<file path="src/common/ats_pkg.sv">
package ats_pkg;
    // number of external trigger sources: function input, bus 0..5, star
    localparam int SRC_COUNT = 8;
    localparam int SRC_W = 3;
    // source selector codes
    localparam logic [2:0] SRC_FUNC_IN = 3'h0;
    localparam logic [2:0] SRC_BUS0 = 3'h1;
    localparam logic [2:0] SRC_STAR = 3'h7;
    // bus lines the block can drive
    localparam int BUS_LINES = 6;
    // count of internal timing signals routed from outside
    localparam int TIMING_SIGNALS = 7;
    // indices of routed timing signals
    localparam int SIG_START = 0;
    localparam int SIG_REF = 1;
    localparam int SIG_SCAN = 2;
    localparam int SIG_CONV = 3;
    localparam int SIG_PAUSE = 4;
    localparam int SIG_TBASE = 5;
    localparam int SIG_HOLD = 6;
    // output route codes for start trigger
    localparam logic [2:0] OUT_NONE = 3'h0;
    localparam logic [2:0] OUT_FUNC_IN = 3'h1;
    localparam logic [2:0] OUT_BUS0 = 3'h2;
    // scan counter width
    localparam int CNT_W = 32;
    localparam logic [31:0] CNT_RESET = 32'h0000_0000;
    // output pulse timing
    localparam int CLK_PERIOD_NS = 4;
    localparam int PULSE_MIN_NS = 50;
    localparam int PULSE_MAX_NS = 100;
    localparam int PULSE_MIN_CYC =
        (PULSE_MIN_NS + CLK_PERIOD_NS - 1) / CLK_PERIOD_NS;
    localparam int PULSE_MAX_CYC = PULSE_MAX_NS / CLK_PERIOD_NS;
    // pulse held for the minimum width plus margin, inside the window
    localparam int PULSE_CYC = (PULSE_MIN_CYC + PULSE_MAX_CYC) / 2;
    localparam int PW_W = 5;
    localparam logic [4:0] PULSE_LEN = 5'(PULSE_CYC);
    // sequencer states, gray coded along the usual path
    typedef enum logic [1:0] {
        ATS_IDLE = 2'b00,
        ATS_PRE = 2'b01,
        ATS_ARMED = 2'b11,
        ATS_POST = 2'b10
    } ats_state_t;
endpackage : ats_pkg

</file>
<file path="src/ats_sequencer.sv">
// Function
// - seven timing signals each pick external source
// - star trigger line is never driven
// - per-input polarity and edge or level
// - start edge begins both sequence modes
// - start trigger can drive function pin or bus
// - start output pulse 50-100 ns, actual event
// - all outputs undriven until configured
// - pretrigger start from software unless pin chosen
// - reference edge from any source starts posttrigger
// - counter first counts minimum pretrigger scans
// - counter reloads posttrigger count, acquisition continues
// - reference edges before counter zero are ignored
// - exactly posttrigger scans after reference, then stop
// - pretrigger data includes before and after scans
// - reference output pulse 50-100 ns at posttrigger
// - reference unused in posttriggered acquisitions
// - scan clock counter started by start, stopped
// - scans inhibited outside an active sequence
module ats_sequencer
    import ats_pkg::*;
(
    input wire logic mclk,
    input wire logic nrst,
    // raw external pins
    input wire logic func_in_i,
    input wire logic [ats_pkg::BUS_LINES-1:0] bus_i,
    input wire logic star_i,
    // routing per timing signal, packed 3 bits each
    input wire logic [ats_pkg::TIMING_SIGNALS*3-1:0] src_sel,
    input wire logic [ats_pkg::TIMING_SIGNALS-1:0] src_ext,
    input wire logic [ats_pkg::TIMING_SIGNALS-1:0] src_invert,
    input wire logic [ats_pkg::TIMING_SIGNALS-1:0] src_level,
    // sequence control
    input wire logic pretrig_mode,
    input wire logic sw_start,
    input wire logic sw_stop,
    input wire logic [ats_pkg::CNT_W-1:0] pre_scans,
    input wire logic [ats_pkg::CNT_W-1:0] post_scans,
    input wire logic scan_tick,
    // output routing
    input wire logic [2:0] start_out_sel,
    input wire logic ref_out_bus_en,
    input wire logic [2:0] ref_out_line,
    // pins driven
    output logic func_in_o,
    output logic func_in_oe,
    output logic [ats_pkg::BUS_LINES-1:0] bus_o,
    output logic [ats_pkg::BUS_LINES-1:0] bus_oe,
    // status and internal timing
    output logic seq_active,
    output logic scan_enable,
    output logic scan_strobe,
    output logic ref_accepted,
    output logic seq_done,
    output logic [ats_pkg::CNT_W-1:0] scan_count,
    output logic [ats_pkg::TIMING_SIGNALS-1:0] timing_sig
);
    import ats_pkg::*;

    // two-stage synchronisers for all eight external sources
    logic [SRC_COUNT-1:0] sync1_reg;
    logic [SRC_COUNT-1:0] sync2_reg;
    logic [SRC_COUNT-1:0] raw_pins;
    // conditioned level and previous level per timing signal
    logic [TIMING_SIGNALS-1:0] cond_lvl;
    logic [TIMING_SIGNALS-1:0] prev_reg;
    logic [TIMING_SIGNALS-1:0] edge_evt;
    // sequencer state and scan counter
    ats_state_t state_reg;
    ats_state_t state_next;
    logic [CNT_W-1:0] cnt_reg;
    // pulse width counters for start and reference outputs
    logic [PW_W-1:0] start_pw_reg;
    logic [PW_W-1:0] ref_pw_reg;
    // sequence events
    logic start_evt;
    logic ref_evt;
    logic scan_evt;
    logic stop_evt;

    // pick source bit for a selector code
    function automatic logic pick_src(input logic [2:0] sel,
                                      input logic [SRC_COUNT-1:0] v);
        pick_src = v[sel];
    endfunction : pick_src

    // bus line one-hot for a line code
    function automatic logic [BUS_LINES-1:0] line_hot(input logic [2:0] l);
        line_hot = (l < 3'(BUS_LINES)) ? 6'(6'h01 << l) : 6'h00;
    endfunction : line_hot

    // order: function input, bus 0..5, star
    assign raw_pins = {star_i, bus_i, func_in_i};

    // synchronise every external input before use
    always_ff @(posedge mclk)
    begin
        if (!nrst)
        begin
            sync1_reg <= '0;
            sync2_reg <= '0;
        end
        else
        begin
            sync1_reg <= raw_pins;
            sync2_reg <= sync1_reg;
        end
    end

    // route and condition each timing signal
    always_comb
    begin
        for (int i = 0; i < TIMING_SIGNALS; i++)
        begin
            // source chosen per signal, polarity applied
            cond_lvl[i] = src_ext[i]
                && (pick_src(src_sel[i*3 +: 3], sync2_reg)
                ^ src_invert[i]);
        end
    end

    // remember previous conditioned level
    always_ff @(posedge mclk)
    begin
        if (!nrst)
            prev_reg <= '0;
        else
            prev_reg <= cond_lvl;
    end

    // one-cycle event per active edge
    assign edge_evt = cond_lvl & ~prev_reg;

    // internal timing copies: edge pulse or level per setting
    always_ff @(posedge mclk)
    begin
        if (!nrst)
            timing_sig <= '0;
        else
            timing_sig <= (src_level & cond_lvl)
                | (~src_level & edge_evt);
    end

    // start comes from pin edge, else software command
    assign start_evt = src_ext[SIG_START] ? edge_evt[SIG_START]
                                          : sw_start;
    // reference only honoured in pretrigger armed state
    assign ref_evt = edge_evt[SIG_REF] && pretrig_mode
                     && (state_reg == ATS_ARMED);
    // scan tick counts only inside a sequence
    assign scan_evt = scan_tick && (state_reg != ATS_IDLE);
    assign stop_evt = sw_stop;

    // sequencer next state
    always_comb
    begin
        state_next = state_reg;
        case (state_reg)
            ATS_IDLE:
            begin
                if (start_evt)
                    state_next = pretrig_mode ? ATS_PRE : ATS_POST;
            end
            ATS_PRE:
            begin
                // minimum pretrigger scans then arm
                if (stop_evt)
                    state_next = ATS_IDLE;
                else if (cnt_reg == '0 || (scan_evt && cnt_reg == 1))
                    state_next = ATS_ARMED;
            end
            ATS_ARMED:
            begin
                // keep scanning until reference accepted
                if (stop_evt)
                    state_next = ATS_IDLE;
                else if (ref_evt)
                    state_next = ATS_POST;
            end
            ATS_POST:
            begin
                if (stop_evt)
                    state_next = ATS_IDLE;
                else if (cnt_reg == '0 || (scan_evt && cnt_reg == 1))
                    state_next = ATS_IDLE;
            end
            default:
                state_next = ATS_IDLE;
        endcase
    end

    // state register
    always_ff @(posedge mclk)
    begin
        if (!nrst)
            state_reg <= ATS_IDLE;
        else
            state_reg <= state_next;
    end

    // scan counter load and decrement
    always_ff @(posedge mclk)
    begin
        if (!nrst)
            cnt_reg <= CNT_RESET;
        else if (state_reg == ATS_IDLE && start_evt)
            cnt_reg <= pretrig_mode ? pre_scans : post_scans;
        else if (state_reg == ATS_PRE && state_next == ATS_ARMED)
            cnt_reg <= post_scans;
        else if (state_reg == ATS_ARMED)
            cnt_reg <= post_scans;
        else if (scan_evt && cnt_reg != '0
                 && state_reg != ATS_ARMED)
            cnt_reg <= cnt_reg - 1'b1;
    end

    // status outputs from flip-flops
    always_ff @(posedge mclk)
    begin
        if (!nrst)
        begin
            seq_active <= 1'b0;
            scan_enable <= 1'b0;
            scan_strobe <= 1'b0;
            ref_accepted <= 1'b0;
            seq_done <= 1'b0;
            scan_count <= CNT_RESET;
        end
        else
        begin
            seq_active <= state_next != ATS_IDLE;
            scan_enable <= state_next != ATS_IDLE;
            scan_strobe <= scan_evt;
            ref_accepted <= ref_evt;
            seq_done <= state_reg != ATS_IDLE && state_next == ATS_IDLE;
            scan_count <= cnt_reg;
        end
    end

    // start output pulse width counter, fires on actual start
    always_ff @(posedge mclk)
    begin
        if (!nrst)
            start_pw_reg <= '0;
        else if (state_reg == ATS_IDLE && start_evt)
            start_pw_reg <= PULSE_LEN;
        else if (start_pw_reg != '0)
            start_pw_reg <= start_pw_reg - 1'b1;
    end

    // reference output pulse width counter
    always_ff @(posedge mclk)
    begin
        if (!nrst)
            ref_pw_reg <= '0;
        else if (ref_evt)
            ref_pw_reg <= PULSE_LEN;
        else if (ref_pw_reg != '0)
            ref_pw_reg <= ref_pw_reg - 1'b1;
    end

    // function pin driver: only start trigger may use it
    always_ff @(posedge mclk)
    begin
        if (!nrst)
        begin
            func_in_o <= 1'b0;
            func_in_oe <= 1'b0;
        end
        else
        begin
            func_in_oe <= start_out_sel == OUT_FUNC_IN;
            func_in_o <= start_pw_reg != '0;
        end
    end

    // bus drivers; star has no driver at all
    always_ff @(posedge mclk)
    begin
        if (!nrst)
        begin
            bus_o <= '0;
            bus_oe <= '0;
        end
        else
        begin
            // start on chosen line, reference only when pretriggered
            bus_oe <= ((start_out_sel >= OUT_BUS0)
                ? line_hot(3'(start_out_sel - OUT_BUS0)) : 6'h00)
                | ((ref_out_bus_en && pretrig_mode)
                ? line_hot(ref_out_line) : 6'h00);
            bus_o <= ((start_out_sel >= OUT_BUS0 && start_pw_reg != '0)
                ? line_hot(3'(start_out_sel - OUT_BUS0)) : 6'h00)
                | ((ref_pw_reg != '0)
                ? line_hot(ref_out_line) : 6'h00);
        end
    end
endmodule : ats_sequencer

</file>
<file path="config.mk">
export PLATFORM = sky130hd
export DESIGN_NAME = ats_sequencer
export DESIGN_NICKNAME = d
export VERILOG_FILES = /design/src/common/ats_pkg.sv /design/src/ats_sequencer.sv
export SDC_FILE = /design/constraint.sdc
export NUM_CORES = 1
export LEC_CHECK = 0
export ABC_AREA = 1
export BUFFER_PORTS_ARGS = -buffer_cell sky130_fd_sc_hd__buf_2
export CAP_MARGIN = 20
export CORE_MARGIN = 5
export CORE_UTILIZATION = 58
export DETAILED_ROUTE_END_ITERATION = 8
export PLACE_DENSITY_LB_ADDON = 0.15
export SETUP_SLACK_MARGIN = 0.15
export SYNTH_ARGS = -nofsm -noshare
export SYNTH_HDL_FRONTEND = slang
export SYNTH_SLANG_ARGS = --single-unit
</file>
<file path="constraint.sdc">
create_clock -name mclk -period 4.2 [get_ports mclk]
set_input_delay 0.84 -clock mclk [delete_from_list [all_inputs] [get_ports mclk]]
set_output_delay 0.84 -clock mclk [all_outputs]
set_load 0.005 [all_outputs]
</file>
==> results of run 1 <==
layout make-up:
class / count / share of cell area [%]
clock buffer: 20 / 5.23
clock inverter: 12 / 2.06
inverter: 224 / 9.42
multi-input combinational: 680 / 42.0
sequential: 124 / 27.8
tap: 172 / 2.41
timing repair buffer: 192 / 11.1
metrics by stage:
step / cell area (um2) / std cells / utilization [%]
3_5_place_dp: 8280 / 1392 / 66.1
6_report: 8930 / 1424 / 71.3
2_1_floorplan: 7340 / 1075 / -
5_1_grt: 8930 / 1424 / 71.3
4_1_cts: 8930 / 1424 / 71.3
3_3_place_gp: 8280 / 1392 / 66.1
tightest hold or removal path, stage by stage (launching register included):
cell	delay, ps
dfxtp_1	300
nand2_1	40
inv_1	40
synthesized netlist by cell type:
| cell type | instances | share of area, % |
|---|---|---|
| buf_4 | 2 | 0.20 |
| nor2_2 | 3 | 0.26 |
| nor4_1 | 3 | 0.26 |
| a21oi_1 | 75 | 5.1 |
| buf_2 | 13 | 0.89 |
| nand2_1 | 219 | 11 |
| nand3_1 | 56 | 3.8 |
| nor2_4 | 2 | 0.31 |
| nor3_2 | 2 | 0.27 |
| dfxtp_1 | 124 | 34 |
| xnor2_1 | 2 | 0.24 |
| a21oi_2 | 28 | 3.3 |
| buf_1 | 4 | 0.20 |
| inv_2 | 18 | 0.92 |
| nor3b_2 | 1 | 0.17 |
| nor3_1 | 19 | 1.3 |
| o211ai_1 | 2 | 0.20 |
| o21ai_1 | 1 | 0.068 |
| nand4_2 | 1 | 0.17 |
| buf_6 | 10 | 1.5 |
| nor2_1 | 83 | 4.2 |
| or2_2 | 4 | 0.34 |
| nand3_2 | 48 | 6.5 |
| nand4_1 | 37 | 3.2 |
| nand2_4 | 2 | 0.31 |
| nand3_4 | 2 | 0.48 |
| nand2_2 | 3 | 0.26 |
| ha_1 | 7 | 1.2 |
| o21a_1 | 7 | 0.72 |
| o21ai_0 | 30 | 2.0 |
| xor2_1 | 33 | 3.9 |
| inv_1 | 205 | 10 |
| a21o_1 | 1 | 0.10 |
| nor3_4 | 1 | 0.22 |
| clkinv_1 | 1 | 0.051 |
| nand3b_1 | 1 | 0.10 |
| clkbuf_1 | 18 | 0.92 |
| a32oi_1 | 2 | 0.24 |
| a31oi_1 | 5 | 0.43 |
metal layers:
layer,vias up,routed length (um),GRT usage (%)
met4,0,366,9.10
met5,-,0,0
met3,35,1330,5.44
li1,3699,-,-
met1,3172,7850,29.9
met2,244,8810,43.8
logic make-up (layout without fill, tap and decap cells):
kind of cell               count (synthesis)  after routing  share of synthesized area (%)
and+or+nand+nor                          487            487                           33.4
buffers and inverters                    271            448                           15.2
xor gates and xnor gates                  35             35                           4.17
DFF                                      124            124                           33.8
AOI/OAI and AO/OA                        151            151                           12.3
adders and majority gates                  7              7                           1.19
how the worst max path moves through the flow:
stage | from | slack [ps] | cells after the start | endpoint
CTS | src_sel[0] | 1330 | 16 | cnt_reg[14]
global route | src_sel[0] | 1050 | 15 | cnt_reg[31]
global placement | src_sel[0] | 1030 | 16 | cnt_reg[2]
finish | src_sel[0] | 1300 | 16 | cnt_reg[14]
floorplan | src_sel[0] | 1940 | 15 | cnt_reg[15]
detailed placement | src_sel[0] | 890 | 16 | cnt_reg[14]
power breakdown:
| group | internal (W) | switching, W | total, W |
|---|---|---|---|
| logic | 0.000510 | 0.000769 | 0.00128 |
| registers | 0.00133 | 0.0000948 | 0.00142 |
| clock network | 0.00104 | 0.000537 | 0.00158 |
| total | 0.00288 | 0.00140 | 0.00428 |
==> flow_summary.json, run 1 <==
{
  "cts_tree": "yes",
  "antenna_found_initial": 0,
  "synth_area_per_cell_um2": 6.83,
  "cts.path.max_buffers": 2,
  "track_usage_pct": 25.0,
  "hold_buffers": 0,
  "root_buffer": "clkbuf_16",
  "start_util_pct": 58.7,
  "ys_types": 39,
  "arrival_ps": 3210,
  "crit_slowest_cell": "buf_4",
  "die_w_um": 123,
  "grt_max_degree": 65,
  "drc_errors": 0,
  "hold_ws_ps": 408,
  "vdd_drop_max_mv": 0.286,
  "drive_gt1_share_pct": 27.2,
  "cp-start-kind": "input port",
  "rows": 41,
  "drv_cap": 0,
  "die_h_um": 123,
  "critPathMaxFanout": 64,
  "yosys_warnings": 0,
  "cts_repair_resize_count": 0,
  "vias": 7150,
  "tns_ps": 0,
  "drtPass1Iterations": 5,
  "drtIter0Drc": 627,
  "min_to": "sync2_reg[7]",
  "critPathKind": "in -> reg",
  "wl_per_cell_um": 12.9,
  "cp_slowest_stage_delay_ps": 600,
  "whs_path_depth": 2,
  "fp.dieArea_um2": 15000,
  "diodes": 0,
  "period_minus_slack_ps": 2900,
  "fin_worst_skew_ps": 7.15,
  "place_ws_ps": 894,
  "via_per_inst": 5.02,
  "slew_headroom_pct": 48.3,
  "final_common_cell": "nand2_1",
  "mostFrequentLayoutCells": "218 x nand2_1, 205 x inv_1, 184 x buf_2, 124 x dfxtp_1, 83 x nor2_1",
  "rr_startpoint": "sync2_reg[5]",
  "hpwl_um": 13200,
  "synth_seq_cells": 124,
  "power.density_nw_per_um2": 480,
  "hold_viol": 0,
  "fin_crit_sh_pct": 69.1,
  "grt_pass1_vias": 6891,
  "cts_max_level": 4,
  "hp-start": "sync1_reg[7]",
  "nets": 1373,
  "insertion_delay_ps": 420,
  "crit_buf_inv": 3,
  "synthCells": 1075,
  "coreArea_um2": 12500,
  "cp_cell_sequence": "buf_2 -> inv_2 -> nand2_1 -> nand3_1 -> nand3_1 -> nand2_1 -> nand2_2 -> nand4_2 -> nand2_2 -> nand3_4 -> nand2_2 -> nand2_4 -> buf_4 -> nand4_1 -> nand2_1 -> a21oi_2",
  "rsz0062_at_grt": "no",
  "worstMarginPinSlew_ps": 775,
  "ios": 185,
  "fill_cells": 1140,
  "grt_pass1_wl_um": 30400,
  "ff2ff_path_depth": 15,
  "worstPathRequired_ps": 4510,
  "cp_top_family": "simple AND/OR/NAND/NOR gates",
  "io_buffers": 184,
  "setup_viol": 0,
  "gp_congestion": 0.862,
  "drt_wl_total_um": 18300,
  "hold_class": "reg -> reg",
  "r2r-end": "cnt_reg[14]",
  "cp-end-kind": "flip-flop",
  "final_antenna_net_count": 0,
  "overflow": 0,
  "clk_pin_slew_ps": 60,
  "post_cts_buffers": 0,
  "seqCellArea_um2": 2480,
  "r2r_slack_ps": 1410,
  "synth_area_um2": 7340,
  "multi_input_area_um2": 3750,
  "synthesis.nets": 1209,
  "cts.sinks": 124,
  "outcome": "finished, final reports clean",
  "total_power_w": 0.00428,
  "synth.yosys.seq_area_share_pct": 33.8,
  "power.leakage_nw": 5.01,
  "worst_slack_ps": 1300,
  "slew_viol_final": 0,
  "numCtsBuffers": 17,
  "syn2layout_area_growth_pct": 21.6,
  "fmax_ghz": 0.345
}
Note: power is estimated with default switching activity, not from simulation.
==> inputs of run 2 (changes only) <==
Settings changed: ABC_AREA 1 to 0, CORE_UTILIZATION 58 to 51.
Clock period 4.2 ns to 2.75 ns, I/O delays scaled along.
==> run 2 against run 1 <==
  * First-iteration DRC count is 43% lower
  * Clock power rose by 54%
  * Critical path depth shrank 7
  * Final area down 12%
  * Die area shrank 10%
  * Cell count is 33% lower
  * Synthesized cell count shrank 45%
  * Critical endpoint is now cnt_reg[28]
==> flow_summary.json, run 2 <==
{
  "slew_headroom_pct": 54.5,
  "hold_viol": 0,
  "io_buffers": 184,
  "period_minus_slack_ps": 2570,
  "mostFrequentLayoutCells": "184 x buf_2, 122 x dfxtp_1, 47 x nor2_1, 37 x and2_1, 34 x buf_4",
  "arrival_ps": 2930,
  "yosys.cell_count.top_type": "dfxtp_1",
  "fill_cells": 836,
  "fmax_ghz": 0.389,
  "synth_edf_count": 0,
  "wl_met1_um": 7580,
  "slew_viol_final": 0,
  "synth_area_leaders": "dfxtp_1 43%, mux4_2 5.5%, o221ai_1 4.1%",
  "insertion_delay_ps": 410,
  "overflow": 0,
  "seqCellArea_um2": 2480,
  "root_buffer": "clkbuf_16",
  "outcome": "finished, final reports clean",
  "track_usage_pct": 25.9,
  "drtIter0Drc": 358,
  "rsz0062_at_grt": "yes",
  "fin_worst_skew_ps": 4.84,
  "tns_ps": 0,
  "cts_tree": "yes",
  "drc_errors": 0,
  "grt_pass1_vias": 5429,
  "crit_slowest_cell": "or4_4",
  "final_antenna_net_count": 0,
  "cp_top_family": "simple AND/OR/NAND/NOR gates",
  "nets": 937,
  "antenna_found_initial": 0,
  "rows": 38,
  "die_h_um": 116,
  "die_w_um": 116,
  "cts.sinks": 124,
  "fp.dieArea_um2": 13400,
  "hp-start": "start_out_sel[2]",
  "synth_seq_cells": 124,
  "final_common_cell": "buf_2",
  "cts_max_level": 4,
  "rr_startpoint": "cnt_reg[8]",
  "syn2layout_area_growth_pct": 37.6,
  "dr_wl_met2_um": 7870,
  "wl_per_cell_um": 18.1,
  "critPathMaxFanout": 4,
  "drtPass1Iterations": 5,
  "cp-end-kind": "flip-flop",
  "hold_class": "in -> reg",
  "coreArea_um2": 10900,
  "gp_congestion": 0.922,
  "power.density_nw_per_um2": 772,
  "synth_top_flop_cell": "dfxtp_1",
  "cp_cell_sequence": "or3_4 -> or4_4 -> o41ai_4 -> buf_4 -> nor3_4 -> buf_4 -> a32o_1 -> a211oi_2 -> o221a_1",
  "crit_buf_inv": 2,
  "clk_pin_slew_ps": 60,
  "drt_wl_total_um": 17300,
  "cp-start-kind": "flip-flop",
  "power.leakage_nw": 3.48,
  "cts.path.max_buffers": 2,
  "setup_viol": 0,
  "total_power_w": 0.00608,
  "ys_types": 58,
  "synth_top_area_share_pct": 43.4,
  "fin_crit_sh_pct": 93.6,
  "diodes": 0,
  "drv_cap": 0,
  "cp_slowest_stage_delay_ps": 540,
  "yosys_warnings": 0,
  "worstPathRequired_ps": 3110,
  "synth.largest_area_cell": "dfxtp_1",
  "worstMarginPinSlew_ps": 682,
  "start_util_pct": 52.4,
  "synth.yosys.seq_area_share_pct": 43.4,
  "grt_max_degree": 52,
  "wl_met3_um": 1520,
  "top_layer_used": "met4",
  "synth_area_um2": 5730,
  "critPathKind": "reg -> reg",
  "grt_pass1_wl_um": 27100,
  "timing.critical_path.mode_cell": "buf_4",
  "multi_input_area_um2": 3160,
  "synthesis.nets": 727,
  "cp-startpoint": "cnt_reg[8]",
  "vias": 5500,
  "vdd_drop_max_mv": 0.587,
  "drive_gt1_share_pct": 40.4,
  "synthArstFlopShare_pct": 0,
  "place_area_um2": 7050,
  "numCtsBuffers": 17,
  "synthCells": 593,
  "hold_ws_ps": 326,
  "ios": 185,
  "hpwl_um": 12800,
  "synthTopCellsByCount": "124 x dfxtp_1, 49 x nor2_1, 37 x and2_1",
  "synth_area_per_cell_um2": 9.66,
  "via_per_inst": 5.75,
  "design_area_um2": 7880
}
## run 2: cell count changes after synthesis, moves of 28 or more
cell     before  now
nand2_1     219   30
and2_1        0   37
nand3_2      48    0
nand3_1      56   24
xor2_1       33    1
a21oi_1      75   19
a21oi_2      28    0
nor2_1       83   49
inv_1       205   27
nand4_1      37    5
## run 2: kinds of logic (layout without fill, tap and decap cells)
kind of cell	count (synthesis)	after routing	share of synthesized area, %
simple gates	227	227	20.8
compound gates	131	131	19.4
flops	124	124	43.4
buf+inv	62	285	4.90
mux	25	25	7.45
xor+xnor	17	17	2.60
fa+ha+maj	7	7	1.53
## run 2: timing repair
item	in CTS	in global routing
gates cloned	0	0
gates resized for setup	7	25
pin swaps	1	12
setup buffers	1	0
hold buffers	0	0
setup endpoints to repair	32	32
## run 2: power by group
part / switching [W] / internal, W / total (W)
Combinational: 0.000805 / 0.000685 / 0.00149
Clock: 0.000792 / 0.00165 / 0.00244
Sequential: 0.000147 / 0.00200 / 0.00215
## run 2: per-layer routing
| metal | vias up | global-route usage [%] |
|---|---|---|
| met5 | - | 0 |
| met2 | 246 | 40.0 |
| met3 | 28 | 7.10 |
| li1 | 2641 | - |
| met1 | 2585 | 35.1 |
| met4 | 0 | 8.82 |
## run 2: per-stage QoR
step | instances | setup WS [ps] | utilization [%]
finish | 956 | 176 | 72.0
global route | 956 | 69.5 | 72.0
CTS | 956 | 155 | 70.8
detailed placement | 923 | -77.3 | 64.5
global placement | 923 | -45.9 | 64.5
floorplan | 593 | 141 | -
## run 2: final timing paths
check | endpoint | cells after the start | slack (ps)
max | cnt_reg[28] | 9 | 180
min | func_in_oe | 2 | 330
max reg2reg | cnt_reg[28] | 9 | 180
min reg2reg | timing_sig[3] | 1 | 410
## run 2: worst reg2reg max path, stage by stage, from the launching register on
cell and delay (ps):
dfxtp_2 320, or3_4 380, or4_4 540, o41ai_4 300, buf_4 190, nor3_4 60
buf_4 130, a32o_1 240, a211oi_2 140, o221a_1 210
## run 2: final cells by class
| type | instances | area share (%) |
|---|---|---|
| repair buffers | 225 | 16.5 |
| well taps | 140 | 2.22 |
| inverters | 28 | 1.33 |
| clock inverters | 11 | 2.41 |
| flip-flops and latches | 124 | 31.5 |
| clock buffers | 21 | 5.84 |
| multi-input cells | 407 | 40.2 |
